`src/logic/ccr_pkg.sv`:
```
package ccr_pkg;
    // register indices; byte address is four times the index
    localparam logic [7:0] IDX_CLE       = 8'h06;
    localparam logic [7:0] IDX_HOST      = 8'h0f;
    localparam logic [7:0] IDX_ODD_FIRST = 8'h10;
    localparam logic [7:0] IDX_ODD_SEC   = 8'h11;
    localparam logic [7:0] IDX_EVEN_FIRST= 8'h12;
    // field positions
    localparam int CLE_LSB    = 6;
    localparam int HC_SRST    = 7;
    localparam int HC_PDN     = 6;
    localparam int HC_DIS_CMP2= 5;
    localparam int HC_ODD_ST  = 4;
    localparam int HC_EVEN_ST = 3;
    localparam int HC_DIS_CMP1= 2;
    localparam int HC_DIS_LUMA= 1;
    localparam int HC_DIS_CHR = 0;
    // reset values
    localparam logic [1:0] CLE_RST = 2'h0;
    localparam logic [7:0] CAP_RST = 8'h80;
    // caption lines per standard
    localparam logic [9:0] LINE_ODD_NTSC  = 10'h015;
    localparam logic [9:0] LINE_ODD_MPAL  = 10'h012;
    localparam logic [9:0] LINE_ODD_PAL   = 10'h016;
    localparam logic [9:0] LINE_EVEN_NTSC = 10'h11c;
    localparam logic [9:0] LINE_EVEN_MPAL = 10'h119;
    localparam logic [9:0] LINE_EVEN_PAL  = 10'h14f;
    // timing counts
    localparam int CC_WORD_BITS  = 16;
    localparam int CC_BIT_CYCLES = 497;
    localparam int SRST_CYCLES   = 16;
    localparam int FIFO_DEPTH    = 4;
    typedef enum logic [1:0] {
        CCR_STD_NTSC = 2'h0,
        CCR_STD_MPAL = 2'h1,
        CCR_STD_PAL  = 2'h2
    } ccr_std_e;
    typedef enum logic [1:0] {
        CCR_IDLE  = 2'h1,
        CCR_SHIFT = 2'h2
    } ccr_state_e;
endpackage

```
`src/logic/ccr_top.sv`:
```
`timescale 1ns/100ps
module ccr_fifo #(
    parameter int WIDTH = 17,
    parameter int DEPTH = 4
) (
    input  wire logic             pclk,
    input  wire logic             presetn,
    input  wire logic             in_valid,
    output logic                  in_ready,
    input  wire logic [WIDTH-1:0] in_data,
    output logic                  out_valid,
    input  wire logic             out_ready,
    output logic      [WIDTH-1:0] out_data
);
    localparam int PW = $clog2(DEPTH);
    localparam int CW = $clog2(DEPTH + 1);
    logic [WIDTH-1:0] mem [DEPTH];
    logic [PW-1:0]    wr_ptr;
    logic [PW-1:0]    rd_ptr;
    logic [CW-1:0]    count;
    logic             push;
    logic             pop;

    assign in_ready  = (count != CW'(DEPTH));
    assign out_valid = (count != '0);
    assign out_data  = mem[rd_ptr];
    assign push      = in_valid && in_ready;
    assign pop       = out_valid && out_ready;

    always_ff @(posedge pclk) begin
        if (push) begin
            mem[wr_ptr] <= in_data;
        end
    end

    always_ff @(posedge pclk or negedge presetn) begin
        if (!presetn) begin
            wr_ptr <= '0;
            rd_ptr <= '0;
            count  <= '0;
        end else begin
            if (push) begin
                wr_ptr <= (wr_ptr == PW'(DEPTH - 1)) ? '0 : wr_ptr + 1'b1;
            end
            if (pop) begin
                rd_ptr <= (rd_ptr == PW'(DEPTH - 1)) ? '0 : rd_ptr + 1'b1;
            end
            count <= count + CW'(push) - CW'(pop);
        end
    end
endmodule

module ccr_top
    import ccr_pkg::*;
#(
    parameter int BIT_CYCLES = CC_BIT_CYCLES,
    parameter int SRST_LEN   = SRST_CYCLES
) (
    input  wire logic        pclk,
    input  wire logic        presetn,
    input  wire logic        psel,
    input  wire logic        penable,
    input  wire logic        pwrite,
    input  wire logic [9:0]  paddr,
    input  wire logic [31:0] pwdata,
    output logic             pready,
    output logic      [31:0] prdata,
    output logic             pslverr,
    input  wire logic        line_start,
    input  wire logic [9:0]  line_number,
    input  wire logic        odd_field,
    input  wire logic [1:0]  video_std,
    input  wire logic [7:0]  even_caption_second_byte,
    input  wire logic        cc_sink_ready,
    output logic             cc_valid,
    output logic             cc_data,
    output logic             cc_field_even,
    output logic             power_down,
    output logic      [3:0]  dac_disable
);
    localparam int SRST_MAX = 40;
    logic [1:0]       cle;
    logic [7:0]       odd_caption_first_byte;
    logic [7:0]       odd_caption_second_byte;
    logic [7:0]       even_caption_first_byte;
    logic             odd_st;
    logic             even_st;
    logic             srst_busy;
    logic [7:0]       srst_cnt;
    logic             setup;
    logic             wr;
    logic [7:0]       widx;
    logic [7:0]       ridx;
    logic [7:0]       host_rd;
    logic [9:0]       odd_line;
    logic [9:0]       even_line;
    logic             want_odd;
    logic             want_even;
    logic             push;
    logic             push_ready;
    logic [16:0]      push_data;
    logic             pop;
    logic             fifo_valid;
    logic [16:0]      fifo_data;
    ccr_state_e       state;
    logic [15:0]      shreg;
    logic [3:0]       bitn;
    logic [9:0]       div;
    logic             done;

    assign setup   = psel && !penable;
    assign wr      = psel && penable && pready && pwrite && !srst_busy && paddr[1:0] == 2'h0;
    assign widx    = {2'h0, paddr[7:2]};
    assign ridx    = {2'h0, paddr[7:2]};
    assign host_rd = {srst_busy, power_down, dac_disable[3], odd_st, even_st, dac_disable[2:0]};

    // apb answer one cycle after setup, bad address flagged
    always_ff @(posedge pclk or negedge presetn) begin
        if (!presetn) begin
            pready  <= 1'b0;
            prdata  <= 32'h0;
            pslverr <= 1'b0;
        end else begin
            pready  <= setup;
            pslverr <= 1'b0;
            prdata  <= 32'h0;
            if (setup) begin
                pslverr <= (paddr[9:8] != 2'h0) || paddr[1:0] != 2'h0 ||
                           !(ridx inside {IDX_CLE, IDX_HOST, IDX_ODD_FIRST, IDX_ODD_SEC, IDX_EVEN_FIRST});
                if (!pwrite && paddr[9:8] == 2'h0) begin
                    unique case (ridx)
                        IDX_CLE:        prdata <= {24'h0, cle, 6'h0};
                        IDX_HOST:       prdata <= {24'h0, host_rd};
                        IDX_ODD_FIRST:  prdata <= {24'h0, odd_caption_first_byte};
                        IDX_ODD_SEC:    prdata <= {24'h0, odd_caption_second_byte};
                        IDX_EVEN_FIRST: prdata <= {24'h0, even_caption_first_byte};
                        default:        prdata <= 32'h0;
                    endcase
                end
            end
        end
    end

    always_ff @(posedge pclk or negedge presetn) begin
        if (!presetn) begin
            srst_busy <= 1'b0;
            srst_cnt  <= 8'h0;
        end else if (srst_busy) begin
            srst_cnt <= srst_cnt + 8'h1;
            if (srst_cnt == 8'(SRST_LEN - 1)) begin
                srst_busy <= 1'b0;
            end
        end else if (wr && paddr[9:8] == 2'h0 && widx == IDX_HOST && pwdata[HC_SRST]) begin
            srst_busy <= 1'b1;
            srst_cnt  <= 8'h0;
        end
    end

    // writable fields, held at reset values while soft reset runs
    always_ff @(posedge pclk or negedge presetn) begin
        if (!presetn) begin
            cle                     <= CLE_RST;
            power_down              <= 1'b0;
            dac_disable             <= 4'h0;
            odd_caption_first_byte  <= CAP_RST;
            odd_caption_second_byte <= CAP_RST;
            even_caption_first_byte <= CAP_RST;
        end else if (srst_busy) begin
            cle                     <= CLE_RST;
            power_down              <= 1'b0;
            dac_disable             <= 4'h0;
            odd_caption_first_byte  <= CAP_RST;
            odd_caption_second_byte <= CAP_RST;
            even_caption_first_byte <= CAP_RST;
        end else if (wr && paddr[9:8] == 2'h0) begin
            unique case (widx)
                IDX_CLE:        cle <= pwdata[CLE_LSB+1:CLE_LSB];
                IDX_HOST: begin
                    power_down  <= pwdata[HC_PDN];
                    dac_disable <= {pwdata[HC_DIS_CMP2], pwdata[HC_DIS_CMP1], pwdata[HC_DIS_LUMA],
                                    pwdata[HC_DIS_CHR]};
                end
                IDX_ODD_FIRST:  odd_caption_first_byte  <= pwdata[7:0];
                IDX_ODD_SEC:    odd_caption_second_byte <= pwdata[7:0];
                IDX_EVEN_FIRST: even_caption_first_byte <= pwdata[7:0];
                default: begin
                end
            endcase
        end
    end

    // status flags, end of transmission wins over a write
    always_ff @(posedge pclk or negedge presetn) begin
        if (!presetn) begin
            odd_st  <= 1'b1;
            even_st <= 1'b1;
        end else if (srst_busy) begin
            odd_st  <= 1'b1;
            even_st <= 1'b1;
        end else begin
            if (done && !cc_field_even) begin
                odd_st <= 1'b1;
            end else if (wr && paddr[9:8] == 2'h0 && (widx == IDX_ODD_FIRST || widx == IDX_ODD_SEC)) begin
                odd_st <= 1'b0;
            end
            if (done && cc_field_even) begin
                even_st <= 1'b1;
            end else if (wr && paddr[9:8] == 2'h0 && widx == IDX_EVEN_FIRST) begin
                even_st <= 1'b0;
            end
        end
    end

    always_comb begin
        unique case (video_std)
            CCR_STD_NTSC: begin
                odd_line  = LINE_ODD_NTSC;
                even_line = LINE_EVEN_NTSC;
            end
            CCR_STD_MPAL: begin
                odd_line  = LINE_ODD_MPAL;
                even_line = LINE_EVEN_MPAL;
            end
            default: begin
                odd_line  = LINE_ODD_PAL;
                even_line = LINE_EVEN_PAL;
            end
        endcase
    end

    assign want_odd  = line_start && odd_field && cle[0] && line_number == odd_line;
    assign want_even = line_start && !odd_field && cle[1] && line_number == even_line;
    // a full queue drops this field's slot rather than stalling video timing
    assign push      = (want_odd || want_even) && !power_down && !srst_busy && push_ready;
    // first byte in the low half goes out first
    assign push_data = want_even ? {1'b1, even_caption_second_byte, even_caption_first_byte}
                                 : {1'b0, odd_caption_second_byte, odd_caption_first_byte};
    assign pop       = (state == CCR_IDLE) && fifo_valid && cc_sink_ready && !srst_busy;

    ccr_fifo #(
        .WIDTH (17),
        .DEPTH (FIFO_DEPTH)
    ) u_fifo (
        .pclk      (pclk),
        .presetn   (presetn),
        .in_valid  (push),
        .in_ready  (push_ready),
        .in_data   (push_data),
        .out_valid (fifo_valid),
        .out_ready (pop),
        .out_data  (fifo_data)
    );

    always_ff @(posedge pclk or negedge presetn) begin
        if (!presetn) begin
            state         <= CCR_IDLE;
            shreg         <= 16'h0;
            bitn          <= 4'h0;
            div           <= 10'h0;
            cc_valid      <= 1'b0;
            cc_data       <= 1'b0;
            cc_field_even <= 1'b0;
            done          <= 1'b0;
        end else if (srst_busy) begin
            state    <= CCR_IDLE;
            cc_valid <= 1'b0;
            done     <= 1'b0;
        end else begin
            done <= 1'b0;
            unique case (state)
                CCR_IDLE: begin
                    if (pop) begin
                        shreg         <= fifo_data[15:0];
                        cc_field_even <= fifo_data[16];
                        cc_data       <= fifo_data[0];
                        cc_valid      <= 1'b1;
                        bitn          <= 4'h0;
                        div           <= 10'h0;
                        state         <= CCR_SHIFT;
                    end
                end
                CCR_SHIFT: begin
                    if (div == 10'(BIT_CYCLES - 1)) begin
                        div <= 10'h0;
                        if (bitn == 4'(CC_WORD_BITS - 1)) begin
                            cc_valid <= 1'b0;
                            done     <= 1'b1;
                            state    <= CCR_IDLE;
                        end else begin
                            bitn    <= bitn + 4'h1;
                            shreg   <= {1'b0, shreg[15:1]};
                            cc_data <= shreg[1];
                        end
                    end else begin
                        div <= div + 10'h1;
                    end
                end
            endcase
        end
    end
endmodule

```
`config.mk`:
```
export PLATFORM = sky130hd
export DESIGN_NAME = ccr_top
export DESIGN_NICKNAME = d
export VERILOG_FILES = /design/src/logic/ccr_pkg.sv /design/src/logic/ccr_top.sv
export SDC_FILE = /design/constraint.sdc
export NUM_CORES = 1
export LEC_CHECK = 0
export BUFFER_PORTS_ARGS = -buffer_cell sky130_fd_sc_hd__buf_2
export CAP_MARGIN = 15
export CORE_ASPECT_RATIO = 0.7
export CORE_UTILIZATION = 62
export CTS_CLUSTER_DIAMETER = 200
export DETAILED_ROUTE_END_ITERATION = 10
export HOLD_SLACK_MARGIN = 0.03
export PLACE_DENSITY = 0.95
export SLEW_MARGIN = 10
export SYNTH_ARGS = -nofsm -noshare
export SYNTH_HDL_FRONTEND = slang
export SYNTH_HIERARCHICAL = 1
export SYNTH_SLANG_ARGS = --single-unit
```
`constraint.sdc`:
```
create_clock -name pclk -period 6.22 [get_ports pclk]
set_input_delay 1.244 -clock pclk [delete_from_list [all_inputs] [get_ports pclk]]
set_output_delay 1.244 -clock pclk [all_outputs]
set_load 0.02 [all_outputs]
```
Yosys cells after proc, flatten, opt, wreduce, memory -nomap -nowiden
Memory sizes are Yosys's and may differ from the RTL's.
Cells that the tools add are included.

storage, ports and cells
  register bits = 119
  bits in writable memories = 68
  input bits = 70
  output and inout bits = 42
  word-level logic and storage cells = 188
  memories kept = 1

cells by class
  add/subtract/negate cells = 7
  equality and inequality tests = 22
  muxes and demuxes = 69
  bitwise logic cells = 1
  reduce and logical (&&, ||, !) cells = 64

memory list
  name        depth  width  rd ports  clocked after memory_dff  write ports  RTL line       text
  u_fifo.mem  4      17     1         0                         1            ccr_top.sv:17  logic [WIDTH-1:0] mem [DEPTH];

operators by type and width
  operator                 count
  $mux W8                  11
  $mux W32                 2
  $mux W16                 3
  $pmux W8 S5              1
  $pmux W16 S2             1
  $logic_and A1 B1 Y1      28
  $mux W1                  26
  $mux W4                  6
  $eq A10 B10 Y1           2
  $mux W10                 2
  $pmux W10 S2             1
  $eq A6 B5 Y1 const B     3
  $mux W2                  9
  $reduce_bool A2 Y1       9
  $mux W17                 1
  $pmux W7 S2              1
  $reduce_and A2 Y1        6
  $add A10 B1 Y10 const B  1
  $eq A10 B9 Y1 const B    1
  $ne A3 B3 Y1 const B     3
  $reduce_bool A3 Y1       3
  $add A8 B1 Y8 const B    1
  $eq A8 B4 Y1 const B     1
  $pmux W4 S2              1
  other kinds (22)         40

Logic depth before layout (Yosys ltp)
Gate-level depths: netlist (run 1).

  word-level depth = 11
  depth in mapped cells = 12
  gate-level depth less buffers = 12

Hierarchy
The synthesis (run 1) kept the hierarchy.

modules (own cells, without submodules)
  module    instances  cells an instance  area each (um^2)  sequential area each (um^2)
  ccr_top   1          447                4,635.7           2,159.6
  ccr_fifo  1          133                2,929.1           2,217.1

Worst setup path after synthesis (run 1)
OpenSTA, ideal clock, no wires.

  kind = input -> register
  from = in line_number[5]
  to = reg u_fifo.count[2]
  library setup time = 0.124 ns
  arrival = 3.573 ns
  required time = 6.096 ns
  setup slack = 2.523 ns
  cell stages on the path = 11
  buffers on the path = 2
  cell sequence = nor4b_1 o2111a_1 clkbuf_1 buf_2 o211a_1 and2_1 ha_1 inv_1 fa_1 xnor2_1 xnor2_1

on the way
  longest elaborated chain between the ends = 9
  elaborated cells between the ends (all ways) = 11
  those cells by class = 2 x add/sub; 2 x eq/ne; 7 x reduce/logical

ends and longest elaborated chain
  element                                 RTL line                        text
  start, declared                         ccr_top.sv:70                   input wire logic [9:0] line_number,
  $eq A10 B10 Y1 (on tied branches)       ccr_top.sv:231, ccr_top.sv:232
  $logic_and A1 B1 Y1 (on tied branches)  ccr_top.sv:231, ccr_top.sv:232
  $logic_or A1 B1 Y1 (*)                  ccr_top.sv:234                  assign push = (want_odd || want_even) && !power_down && !srst_busy && push_ready;
  $logic_and A1 B1 Y1 (*) (3 in series)   ccr_top.sv:234
  via push                                ccr_top.sv:99                   logic push;
  $logic_and A1 B1 Y1 (*)                 ccr_top.sv:27                   assign push = in_valid && in_ready;
  via u_fifo.push                         ccr_top.sv:21                   logic push;
  $add A3 B1 Y3 (*)                       ccr_top.sv:48                   count <= count + CW'(push) - CW'(pop);
  $sub A3 B1 Y3 (*)                       ccr_top.sv:48
  end signal, assigned                    ccr_top.sv:48
  end, declared                           ccr_top.sv:20                   logic [CW-1:0] count;

The timed path passes the listed nets; every way through them passes the cells marked *.
A chain may end at the register's enable or synchronous reset.

Worst setup path in the final report (run 1)
  from = in line_number[5]
  to = mem u_fifo.mem[2][4], enable pin

on the way
  longest elaborated chain between the ends = 9
  elaborated cells between the ends (all ways) = 11
  those cells by class = 2 x eq/ne; 2 x mux; 7 x reduce/logical

ends and longest elaborated chain
  element                                 RTL line                        text
  $eq A10 B10 Y1 (on tied branches)       ccr_top.sv:231, ccr_top.sv:232
  $logic_and A1 B1 Y1 (on tied branches)  ccr_top.sv:231, ccr_top.sv:232
  $logic_or A1 B1 Y1 (*)                  ccr_top.sv:234
  $logic_and A1 B1 Y1 (*) (3 in series)   ccr_top.sv:234
  via push                                ccr_top.sv:99
  $logic_and A1 B1 Y1 (*)                 ccr_top.sv:27
  $mux W1 (*)                             ccr_top.sv:31                   if (push) begin
  $mux W1 (implied by the code) (*)       ccr_top.sv:32                   mem[wr_ptr] <= in_data;
  end, declared                           ccr_top.sv:17

Marks and branches as above.

==> reports/qor.log, run 1 <==
INFO  drt            detailed_route_wl=16190um
INFO  clock_network  clk_transition_reported_paths=0.06ns
INFO  timing         max_slew_margin=34.64%
INFO  logic_synthesis async_reset_ff_share=57.76%
INFO  clock_network  cts_hold_buffers=0
INFO  die            start_util=64.06%
INFO  critical_path  critical_path.slowest_cell=o2111a_1
INFO  critical_path  endpoint_kind=register
INFO  drt            ant_nets=0
INFO  clock_network  h-tree-depth=4
INFO  worst_hold_path hp-class=register to register
INFO  clock_network  cts-buffers-inserted=17
INFO  critical_path  critPathRequiredTime=6.26ns
INFO  clock_network  ctsLongestPathBuffers=2
INFO  drt            via_per_inst=6.176
INFO  die            rows=33
INFO  drt            drc_viols=0
INFO  critical_path  timing.setup.critical_path_class=primary input to register
INFO  clock_network  cts_root_buffer=clkbuf_16
INFO  logic_synthesis synth_area=7565squm
INFO  placed_design  place_inst=775
INFO  clock_network  post-cts-setup-buffers=0
INFO  drt            dr_pass1_iterations=5
INFO  final_layout   n_fill_cell=766
INFO  timing         final_layout_setup_total_negative_slack=0ns
INFO  logic_synthesis yosys-top-cells-area=dfrtp_1 (29%), edfxtp_1 (27%), mux4_2 (5.1%), mux2_2 (3.9%), mux2i_1 (3.6%)
INFO  power          static-leakage-power=0.003429uW
INFO  global_routing first_global_vias=5028
INFO  logic_synthesis postSynthCellCount=580
INFO  die            chipHeight=94.42um
INFO  final_layout   drive_above_1_share=26.00%
INFO  timing         measured_slew_at_the_worst_slew_check_pin=0.9804ns
INFO  global_routing global_route.usage.total=27.91%
INFO  final_layout   layout.cell_area.non_filler=8503squm
INFO  logic_synthesis synth-main-ff-cell=dfrtp_1
INFO  timing         final.min_clock_period=3.931ns
INFO  placed_design  gp_routability_congestion=0.8193
INFO  final_layout   diodes=0
INFO  drt            initialDrtViolationCount=307
INFO  timing         report.final.setup_viol=0
INFO  critical_path  critPathArrivalTime=3.97ns
INFO  timing         achievable-frequency=254.4MHz
INFO  power          max-vdd-ir-drop=0.2477mV
INFO  clock_network  insertion_delay=0.42ns
INFO  critical_path  worst-path-max-fanout=21
INFO  placed_design  dpl_cell_area=7890squm
INFO  critical_path  critical_path_launch_point_type=primary input
INFO  global_routing grt_pass1_wl=26120um
INFO  clock_network  cts_resized=0
INFO  die            floorplan.io_pins=112
INFO  global_routing number_of_antenna_violations_at_the_first_check_in_global_routing=0
INFO  final_layout   utilization=72.01%
INFO  critical_path  crit_path_max_incr_delay=0.92ns
INFO  final_layout   number_of_cells_in_the_finished_layout_apart_from_fillers=807
INFO  outcome        status=complete, no violations
INFO  logic_synthesis post-synth-top-count-cell=dfrtp_1
INFO  logic_synthesis synth.lib_cells_used.distinct=63
INFO  logic_synthesis synth_top_area_share=28.78%
INFO  clock_network  clock_sink_count=161
INFO  global_routing pin_count_of_the_biggest_net_entering_global_routing=68
INFO  final_layout   final_net_count=719
INFO  drt            wl_per_cell=20.06um
INFO  die            design.die.area=12650squm
INFO  drt            dr_total_vias=4984
INFO  logic_synthesis synthesis.yosys.warnings=6
INFO  critical_path  worstPathCellList=buf_2 -> nor4b_1 -> o2111a_1 -> o211a_1 -> and3_1
INFO  timing         rsz0062_at_grt=false
INFO  die            die_width=134.0um
INFO  power          fin_total_pwr=2384uW
INFO  global_routing grt_overflow=0
INFO  placed_design  dpl.hpwl=10580um
INFO  timing         timing.clock.skew=0.01159ns
INFO  logic_synthesis postSynthAreaPerCell=13.04squm
INFO  logic_synthesis most_common_library_cells_after_synthesis=dfrtp_1 (87), edfxtp_1 (68), nand2_1 (45)
INFO  final_layout   area.growth.synth_to_final=12.40%
INFO  logic_synthesis synth_enable_flop_cells=68
INFO  logic_synthesis seq_area_frac_synth=57.86%
INFO  job            maxCapViolations=0
INFO  timing         final_period_util=63.20%
INFO  clock_network  tritoncts=yes
INFO  placed_design  buffer_ports.inserted=63
INFO  logic_synthesis synth_area_leader_cell=dfrtp_1
INFO  timing         report.final.slew_viol_count=0
INFO  die            design.core.area=11810squm
INFO  logic_synthesis synth.ff_latch_count=161
INFO  power          power.density=280.4nW/um^2
INFO  timing         finalHoldViolCount=0
## per-layer routing
metal  GRT usage (%)  vias up  share of wire (%)
li1                -     2229                  -
met1           36.11     2517                 43
met2           46.76      205                 50
met3           5.797       33                5.8
met4           11.42        0                1.8
met5               0        -                  0
## critical path: cells and delay by family
kind | cells | cell delay, ns
buffers and inverters | 1 | 0.10
AO/OA/AOI/OAI | 2 | 1.34
AND/OR/NAND/NOR | 2 | 1.27
## placed cells by master (no fill, tap or decap), types with 6 or more instances in the layout
master,count
nor3b_1,6
nand2_1,45
a211o_1,7
a22oi_1,8
nor2b_1,7
mux2_2,26
ha_1,11
nand3_1,10
dfrtp_1,86
conb_1,24
mux4_2,17
clkbuf_16,20
a21oi_1,20
mux2i_1,27
edfxtp_1,68
inv_1,17
xnor2_1,10
dfstp_2,6
or3_1,19
buf_2,62
buf_4,7
nor2_1,34
o221a_2,15
o21ai_0,9
## final timing paths
kind / start / endpoint / cells past startpoint / slack [ns]
setup / recovery: line_number[5] / u_fifo/mem[2][4] / 5 / 2.29
hold / removal: bitn[0] / bitn[0] / 1 / 0.51
setup reg to reg: state[0] / u_fifo/count[2] / 11 / 3.12
hold reg to reg: bitn[0] / bitn[0] / 1 / 0.51
max in group asynchronous: presetn / u_fifo/rd_ptr[0] / 2 / 4.32
min in group asynchronous: presetn / shreg[9] / 1 / 0.72
## sequential cells by signal, indices dropped and copies added, names as in the netlist, 2 cells and up
signal	cells
u_fifo/wr_ptr	2
srst_cnt	8
shreg	16
even_caption_first_byte	8
prdata	8
dac_disable	4
u_fifo/count	3
u_fifo/rd_ptr	2
bitn	4
div	10
odd_caption_second_byte	8
odd_caption_first_byte	8
u_fifo/mem	68
cle	2
## report_power, final
group | switching [uW] | internal (uW) | leakage (uW) | total, uW
registers | 36.2 | 1140 | 0.00159 | 1170
logic | 93.2 | 63.6 | 0.00154 | 157
clock network | 411 | 642 | 0.000296 | 1050
## layout make-up
type / count / area, sq um / share of cell area, %
sequential: 161 / 4378 / 51.49
multi-input combinational: 371 / 2895 / 34.05
clock buffer: 25 / 536.8 / 6.313
timing repair buffer: 69 / 362.8 / 4.267
tap: 157 / 196.4 / 2.310
clock inverter: 7 / 70.07 / 0.8240
inverter: 17 / 63.81 / 0.7504
## kinds of logic after synthesis
group                      after synthesis  share of synthesized area, %
AOI/OAI and AO/OA                       81                         8.303
xor gates and xnor gates                15                         1.737
adders and majority gates               12                         2.084
buffers and inverters                   71                         5.078
DFF                                    161                         57.86
muxes                                   70                         12.50
other                                    1                       0.04957
and+or+nand+nor                        169                         12.39
## metrics by stage
step	hold slack (ns)	worst slack (ns)
final	0.5137	2.289
after floorplan	0.4628	2.523
after detailed placement	0.5105	1.888
after global routing	0.5354	2.188
after CTS	0.5178	2.342
after global placement	0.4814	2.088
Note: power is estimated with default switching activity, not from simulation.
==> run 2, diff against run 1 <==
Settings changed: CORE_UTILIZATION 62 to 57, PLACE_DENSITY 0.95 to 0.92.
Clock period 6.22 ns to 3.8 ns, I/O delays scaled along.
==> reports/qor.log, run 2 (synthesis results as in run 1) <==
INFO  outcome        status=complete, no violations
INFO  final_layout   largest_register_ff_count=68
INFO  die            floorplan.io_pins=112
INFO  critical_path  timing.rr.start=state[0]
INFO  power          power.combinational.fraction=7.1%
INFO  timing         max_slew_margin=28.62%
INFO  drt            via_per_inst=6.207
INFO  global_routing grt_pass1_wl=26920um
INFO  clock_network  ctsLongestPathBuffers=2
INFO  clock_network  cts-buffers-inserted=17
INFO  job            maxCapViolations=0
INFO  timing         final.min_clock_period=3.096ns
INFO  timing         rsz0062_at_grt=false
INFO  final_layout   final_net_count=727
INFO  timing         measured_slew_at_the_worst_slew_check_pin=1.071ns
INFO  global_routing global_route.usage.met2=41.88%
INFO  clock_network  clock_sink_count=161
INFO  final_layout   drive_above_1_share=26.90%
INFO  global_routing global_route.usage.total=26.19%
INFO  drt            initialDrtViolationCount=444
INFO  power          max-vdd-ir-drop=0.3692mV
INFO  final_layout   area.growth.synth_to_final=12.22%
INFO  timing         timing.clock.skew=0.009884ns
INFO  timing         final_layout_setup_total_negative_slack=0ns
INFO  critical_path  critical_path.slowest_cell=dfstp_2
INFO  timing         achievable-frequency=323.0MHz
INFO  drt            detailed_route_wl=16680um
INFO  critical_path  worst_path_most_repeated_cell=inv_1
INFO  global_routing first_global_vias=5140
INFO  die            design.die.area=13740squm
INFO  global_routing number_of_antenna_violations_at_the_first_check_in_global_routing=1
INFO  critical_path  timing.setup.critical_path_class=register to register
INFO  critical_path  endpoint_kind=register
INFO  critical_path  critical_path_launch_point_type=register
INFO  clock_network  clk_transition_reported_paths=0.07ns
INFO  final_layout   layout_top_registers=u_fifo/mem: 68 flops, shreg: 16 flops, div: 10 flops
INFO  timing         report.final.slew_viol_count=0
INFO  clock_network  insertion_delay=0.43ns
INFO  placed_design  gp_routability_congestion=0.8225
INFO  power          internal_power=2811uW
INFO  power          clock_power_share=41.5%
INFO  timing         finalHoldViolCount=0
INFO  clock_network  cts_root_buffer=clkbuf_16
INFO  die            chipHeight=98.39um
INFO  final_layout   layout.cell_area.non_filler=8489squm
INFO  final_layout   final_cell_mix=dfrtp_1 (87), edfxtp_1 (68), buf_2 (62), nand2_1 (45), nor2_1 (34)
INFO  clock_network  cts_hold_buffers=0
INFO  die            start_util=59.67%
INFO  global_routing groute.layer.met1.usage=34.20%
INFO  critical_path  critPathArrivalTime=3.41ns
INFO  clock_network  h-tree-depth=4
INFO  die            die_width=139.7um
INFO  global_routing pin_count_of_the_biggest_net_entering_global_routing=69
INFO  drt            dr_pass1_iterations=6
INFO  final_layout   number_of_cells_in_the_finished_layout_apart_from_fillers=820
INFO  drt            wl_per_cell=20.34um
INFO  critical_path  critPathRequiredTime=4.11ns
INFO  critical_path  critical_path.top_delay_family=simple AND/OR/NAND/NOR gates
INFO  timing         final_period_util=81.48%
INFO  power          seq_power_share=51.4%
INFO  die            design.core.area=12680squm
INFO  worst_hold_path hp-class=primary input to async pin
INFO  critical_path  crit_path_max_incr_delay=0.53ns
INFO  timing         report.final.setup_viol=0
INFO  placed_design  place_inst=788
INFO  drt            ant_nets=0
INFO  drt            dr_total_vias=5090
INFO  critical_path  cp_num_buf_inv=3
INFO  critical_path  worst-path-max-fanout=8
INFO  critical_path  reg2reg_to=u_fifo/count[2]
INFO  power          power.density=440.9nW/um^2
INFO  drt            drc_viols=0
INFO  global_routing grt.busiest_layer=met2
INFO  placed_design  dpl.hpwl=11050um
INFO  clock_network  tritoncts=yes
INFO  die            rows=34
INFO  clock_network  cts_resized=0
INFO  critical_path  reg2reg_slack=0.70ns
INFO  critical_path  r2r.worst_path.cells=11
INFO  power          switching_share=24.90%
INFO  final_layout   regMostFlops=u_fifo/mem
INFO  global_routing gr-usage-met3=8.337%
INFO  global_routing grt_overflow=0
INFO  placed_design  dpl_cell_area=7956squm
INFO  final_layout   diodes=0
INFO  timing         final_critical_path_setup_slack=0.7039ns
INFO  clock_network  post-cts-setup-buffers=0
INFO  power          power.switching=932.2uW
INFO  power          static-leakage-power=0.003448uW
INFO  final_layout   leading_cell_type_in_the_layout_fill_and_taps_excluded=dfrtp_1
INFO  final_layout   utilization=66.97%
INFO  critical_path  worstPathCellList=nor2b_1 -> nor3b_1 -> o31ai_1 -> inv_1 -> ha_1 -> inv_1 -> ha_1 -> inv_1 -> fa_1 -> xnor2_1 -> xnor2_1
INFO  placed_design  buffer_ports.inserted=63
INFO  placed_design  dp_slack=0.7700ns
-- run 2: cell count changes in the layout (fill, tap and decap cells not counted), sizes merged --
cell,previous run,this run
buf,69,77
clkinvlp,2,1
clkbuf,25,18
clkinv,3,5
inv,18,25
bufinv,1,0
-- run 2: power by group through the flow --
stage	Combinational (uW)	Sequential, uW	Clock [uW]
after floorplan	184	1940	0
after global placement	237	1950	0
after detailed placement	263	1950	0
after CTS	264	1920	1580
after global routing	296	1930	1650
final	265	1920	1550
-- run 2: worst max-delay path by stage --
stage,from,endpoint,cells after the start
6_report,state[0],u_fifo/count[2],11
5_1_grt,state[0],u_fifo/count[2],11
4_1_cts,state[0],u_fifo/count[2],11
3_5_place_dp,cc_sink_ready,u_fifo/count[2],12
3_3_place_gp,line_number[3],u_fifo/count[2],11
2_1_floorplan,line_number[5],u_fifo/count[2],11
-- run 2: metrics by stage --
step	hold slack, ns	total power (uW)
global placement	0.4804	2185
global route	0.4865	3879
finish	0.4242	3743
floorplan	0.4628	2125
CTS	0.4674	3761
detailed placement	0.4842	2216
-- run 2: cell type report --
class / count / area, sq um
clock buffer: 18 / 430.4
clock inverter: 14 / 102.6
fill: 880 / 4188
inverter: 17 / 63.81
multi-input combinational: 371 / 2890
sequential: 161 / 4377
tap: 162 / 202.7
timing repair buffer: 77 / 422.9
-- run 2: routing by layer --
layer | wire [um] | share of wire, % | up-vias
met5 | 13 | 0.078 | -
met3 | 1139 | 6.8 | 30
met4 | 269 | 1.6 | 2
met1 | 6954 | 42 | 2585
met2 | 8304 | 50 | 227
li1 | - | - | 2246
==> run 3, diff against run 2 <==
Clock period 3.8 ns to 3.19 ns, I/O delays scaled along.
==> reports/qor.log, run 3 (synthesis results as in run 1) <==
INFO  final_layout   drive_above_1_share=27.12%
INFO  final_layout   final_net_count=729
INFO  timing         measured_slew_at_the_worst_slew_check_pin=0.8365ns
INFO  die            rows=34
INFO  final_layout   regMostFlops=u_fifo/mem
INFO  worst_hold_path hp-class=primary input to async pin
INFO  clock_network  cts_resized=0
INFO  global_routing groute.layer.met1.usage=33.29%
INFO  placed_design  buffer_ports.inserted=63
INFO  global_routing number_of_antenna_violations_at_the_first_check_in_global_routing=0
INFO  power          fin_total_pwr=4539uW
INFO  drt            drc_viols=0
INFO  drt            wl_per_cell=20.07um
INFO  critical_path  critPathRequiredTime=3.53ns
INFO  drt            initialDrtViolationCount=407
INFO  die            die_width=139.7um
INFO  clock_network  cts-buffers-inserted=17
INFO  die            chipHeight=98.39um
INFO  global_routing global_route.usage.total=25.89%
INFO  clock_network  ctsLongestPathBuffers=2
INFO  job            maxCapViolations=0
INFO  final_layout   final_cell_mix=dfrtp_1 (87), edfxtp_1 (68), buf_2 (62), nand2_1 (45), nor2_1 (34)
INFO  final_layout   largest_register_ff_count=68
INFO  drt            detailed_route_wl=16500um
INFO  timing         final_layout_setup_total_negative_slack=0ns
INFO  timing         final.min_clock_period=2.869ns
INFO  die            floorplan.io_pins=112
INFO  drt            dr_total_vias=5025
INFO  critical_path  cp_num_buf_inv=3
INFO  final_layout   area.growth.synth_to_final=13.23%
INFO  critical_path  endpoint_kind=register
INFO  critical_path  critical_path_launch_point_type=register
INFO  outcome        status=complete, no violations
INFO  clock_network  h-tree-depth=4
INFO  critical_path  r2r.worst_path.cells=12
INFO  critical_path  crit_path_max_incr_delay=0.50ns
INFO  timing         timing.clock.skew=0.009299ns
INFO  final_layout   diodes=0
INFO  placed_design  dpl.hpwl=11140um
INFO  die            design.die.area=13740squm
INFO  critical_path  critical_path.slowest_cell=dfrtp_1
INFO  clock_network  cts_root_buffer=clkbuf_16
INFO  timing         max_slew_margin=44.17%
INFO  critical_path  worst_path_most_repeated_cell=inv_1
INFO  clock_network  post-cts-setup-buffers=0
INFO  timing         final_period_util=89.93%
INFO  timing         finalHoldViolCount=0
INFO  timing         report.final.slew_viol_count=0
INFO  power          static-leakage-power=0.003482uW
INFO  critical_path  reg2reg_slack=0.32ns
INFO  drt            via_per_inst=6.113
INFO  clock_network  insertion_delay=0.42ns
INFO  die            start_util=59.67%
INFO  power          max-vdd-ir-drop=0.3843mV
INFO  global_routing first_global_vias=5138
INFO  final_layout   leading_cell_type_in_the_layout_fill_and_taps_excluded=dfrtp_1
INFO  global_routing gr-usage-met3=6.474%
INFO  global_routing global_route.usage.met2=43.12%
INFO  critical_path  reg2reg_to=u_fifo/count[2]
INFO  critical_path  worstPathCellList=or3_1 -> nand2_1 -> nor3b_1 -> o31ai_1 -> inv_1 -> ha_1 -> inv_1 -> ha_1 -> inv_1 -> fa_1 -> xnor2_1 -> xnor2_1
INFO  drt            dr_pass1_iterations=5
INFO  critical_path  critPathArrivalTime=3.21ns
INFO  global_routing pin_count_of_the_biggest_net_entering_global_routing=51
INFO  critical_path  critical_path.top_delay_family=simple AND/OR/NAND/NOR gates
INFO  critical_path  worst-path-max-fanout=8
INFO  global_routing grt.busiest_layer=met2
INFO  clock_network  clock_sink_count=161
INFO  clock_network  clk_transition_reported_paths=0.06ns
INFO  drt            ant_nets=0
INFO  final_layout   layout_top_registers=u_fifo/mem: 68 flops, shreg: 16 flops, div: 10 flops
INFO  placed_design  gp_routability_congestion=0.8193
INFO  clock_network  tritoncts=yes
INFO  global_routing grt_overflow=0
INFO  die            design.core.area=12680squm
INFO  timing         achievable-frequency=348.6MHz
INFO  global_routing grt_pass1_wl=26730um
INFO  power          power.density=529.9nW/um^2
INFO  critical_path  timing.rr.start=u_fifo/count[1]
INFO  timing         rsz0062_at_grt=false
INFO  critical_path  timing.setup.critical_path_class=register to register
INFO  timing         report.final.setup_viol=0
INFO  clock_network  cts_hold_buffers=0
## run 3: final cells by class
cell class | instances | area (sq um)
fill | 867 | 4111
sequential | 161 | 4377
inverter | 17 | 63.81
multi-input combinational | 371 | 2894
clock inverter | 11 | 73.82
clock buffer | 21 | 504.2
timing repair buffer | 79 | 450.4
tap | 162 | 202.7
## run 3: report_power, final
| part | total, uW | switching (uW) | internal [uW] |
|---|---|---|---|
| logic | 309 | 183 | 126 |
| registers | 2290 | 73.0 | 2220 |
| clock network | 1940 | 803 | 1140 |
| total | 4540 | 1060 | 3480 |
## run 3: how the worst max path moves through the flow
stage | from | to | slack [ns] | cells past startpoint
6_report | u_fifo/count[1] | u_fifo/count[2] | 0.32 | 12
2_1_floorplan | line_number[5] | u_fifo/count[2] | 0.1 | 11
3_3_place_gp | line_number[3] | u_fifo/count[2] | 0.35 | 11
5_1_grt | u_fifo/count[1] | u_fifo/count[2] | 0.06 | 12
4_1_cts | u_fifo/count[1] | u_fifo/count[2] | 0.34 | 12
3_5_place_dp | line_number[3] | u_fifo/count[2] | 0.21 | 11
## run 3: through the flow
| stage | instance area (sq um) | setup slack [ns] | std cells | hold slack [ns] | util [%] |
|---|---|---|---|---|---|
| 2_1_floorplan | 7651 | 0.09890 | 603 | 0.3424 | - |
| 3_3_place_gp | 7984 | 0.3489 | 790 | 0.4838 | 62.98 |
| 3_5_place_dp | 7984 | 0.2065 | 790 | 0.5117 | 62.98 |
| 4_1_cts | 8562 | 0.3396 | 822 | 0.2633 | 67.54 |
| 5_1_grt | 8566 | 0.05534 | 822 | 0.2934 | 67.57 |
| 6_report | 8566 | 0.3212 | 822 | 0.2509 | 67.57 |
## run 3: per-layer routing
layer | wire length [um] | part of all wire (%)
met1 | 6861 | 42
met2 | 8235 | 50
met3 | 1132 | 6.9
met4 | 268 | 1.6
met5 | 0 | 0
## run 3: worst register-to-register path, stage by stage (launching register included)
cell and delay (ns):
dfrtp_1 0.50, or3_1 0.17, nand2_1 0.16, nor3b_1 0.43
o31ai_1 0.21, inv_1 0.10, ha_1 0.23, inv_1 0.07
ha_1 0.16, inv_1 0.06, fa_1 0.37, xnor2_1 0.19
xnor2_1 0.14
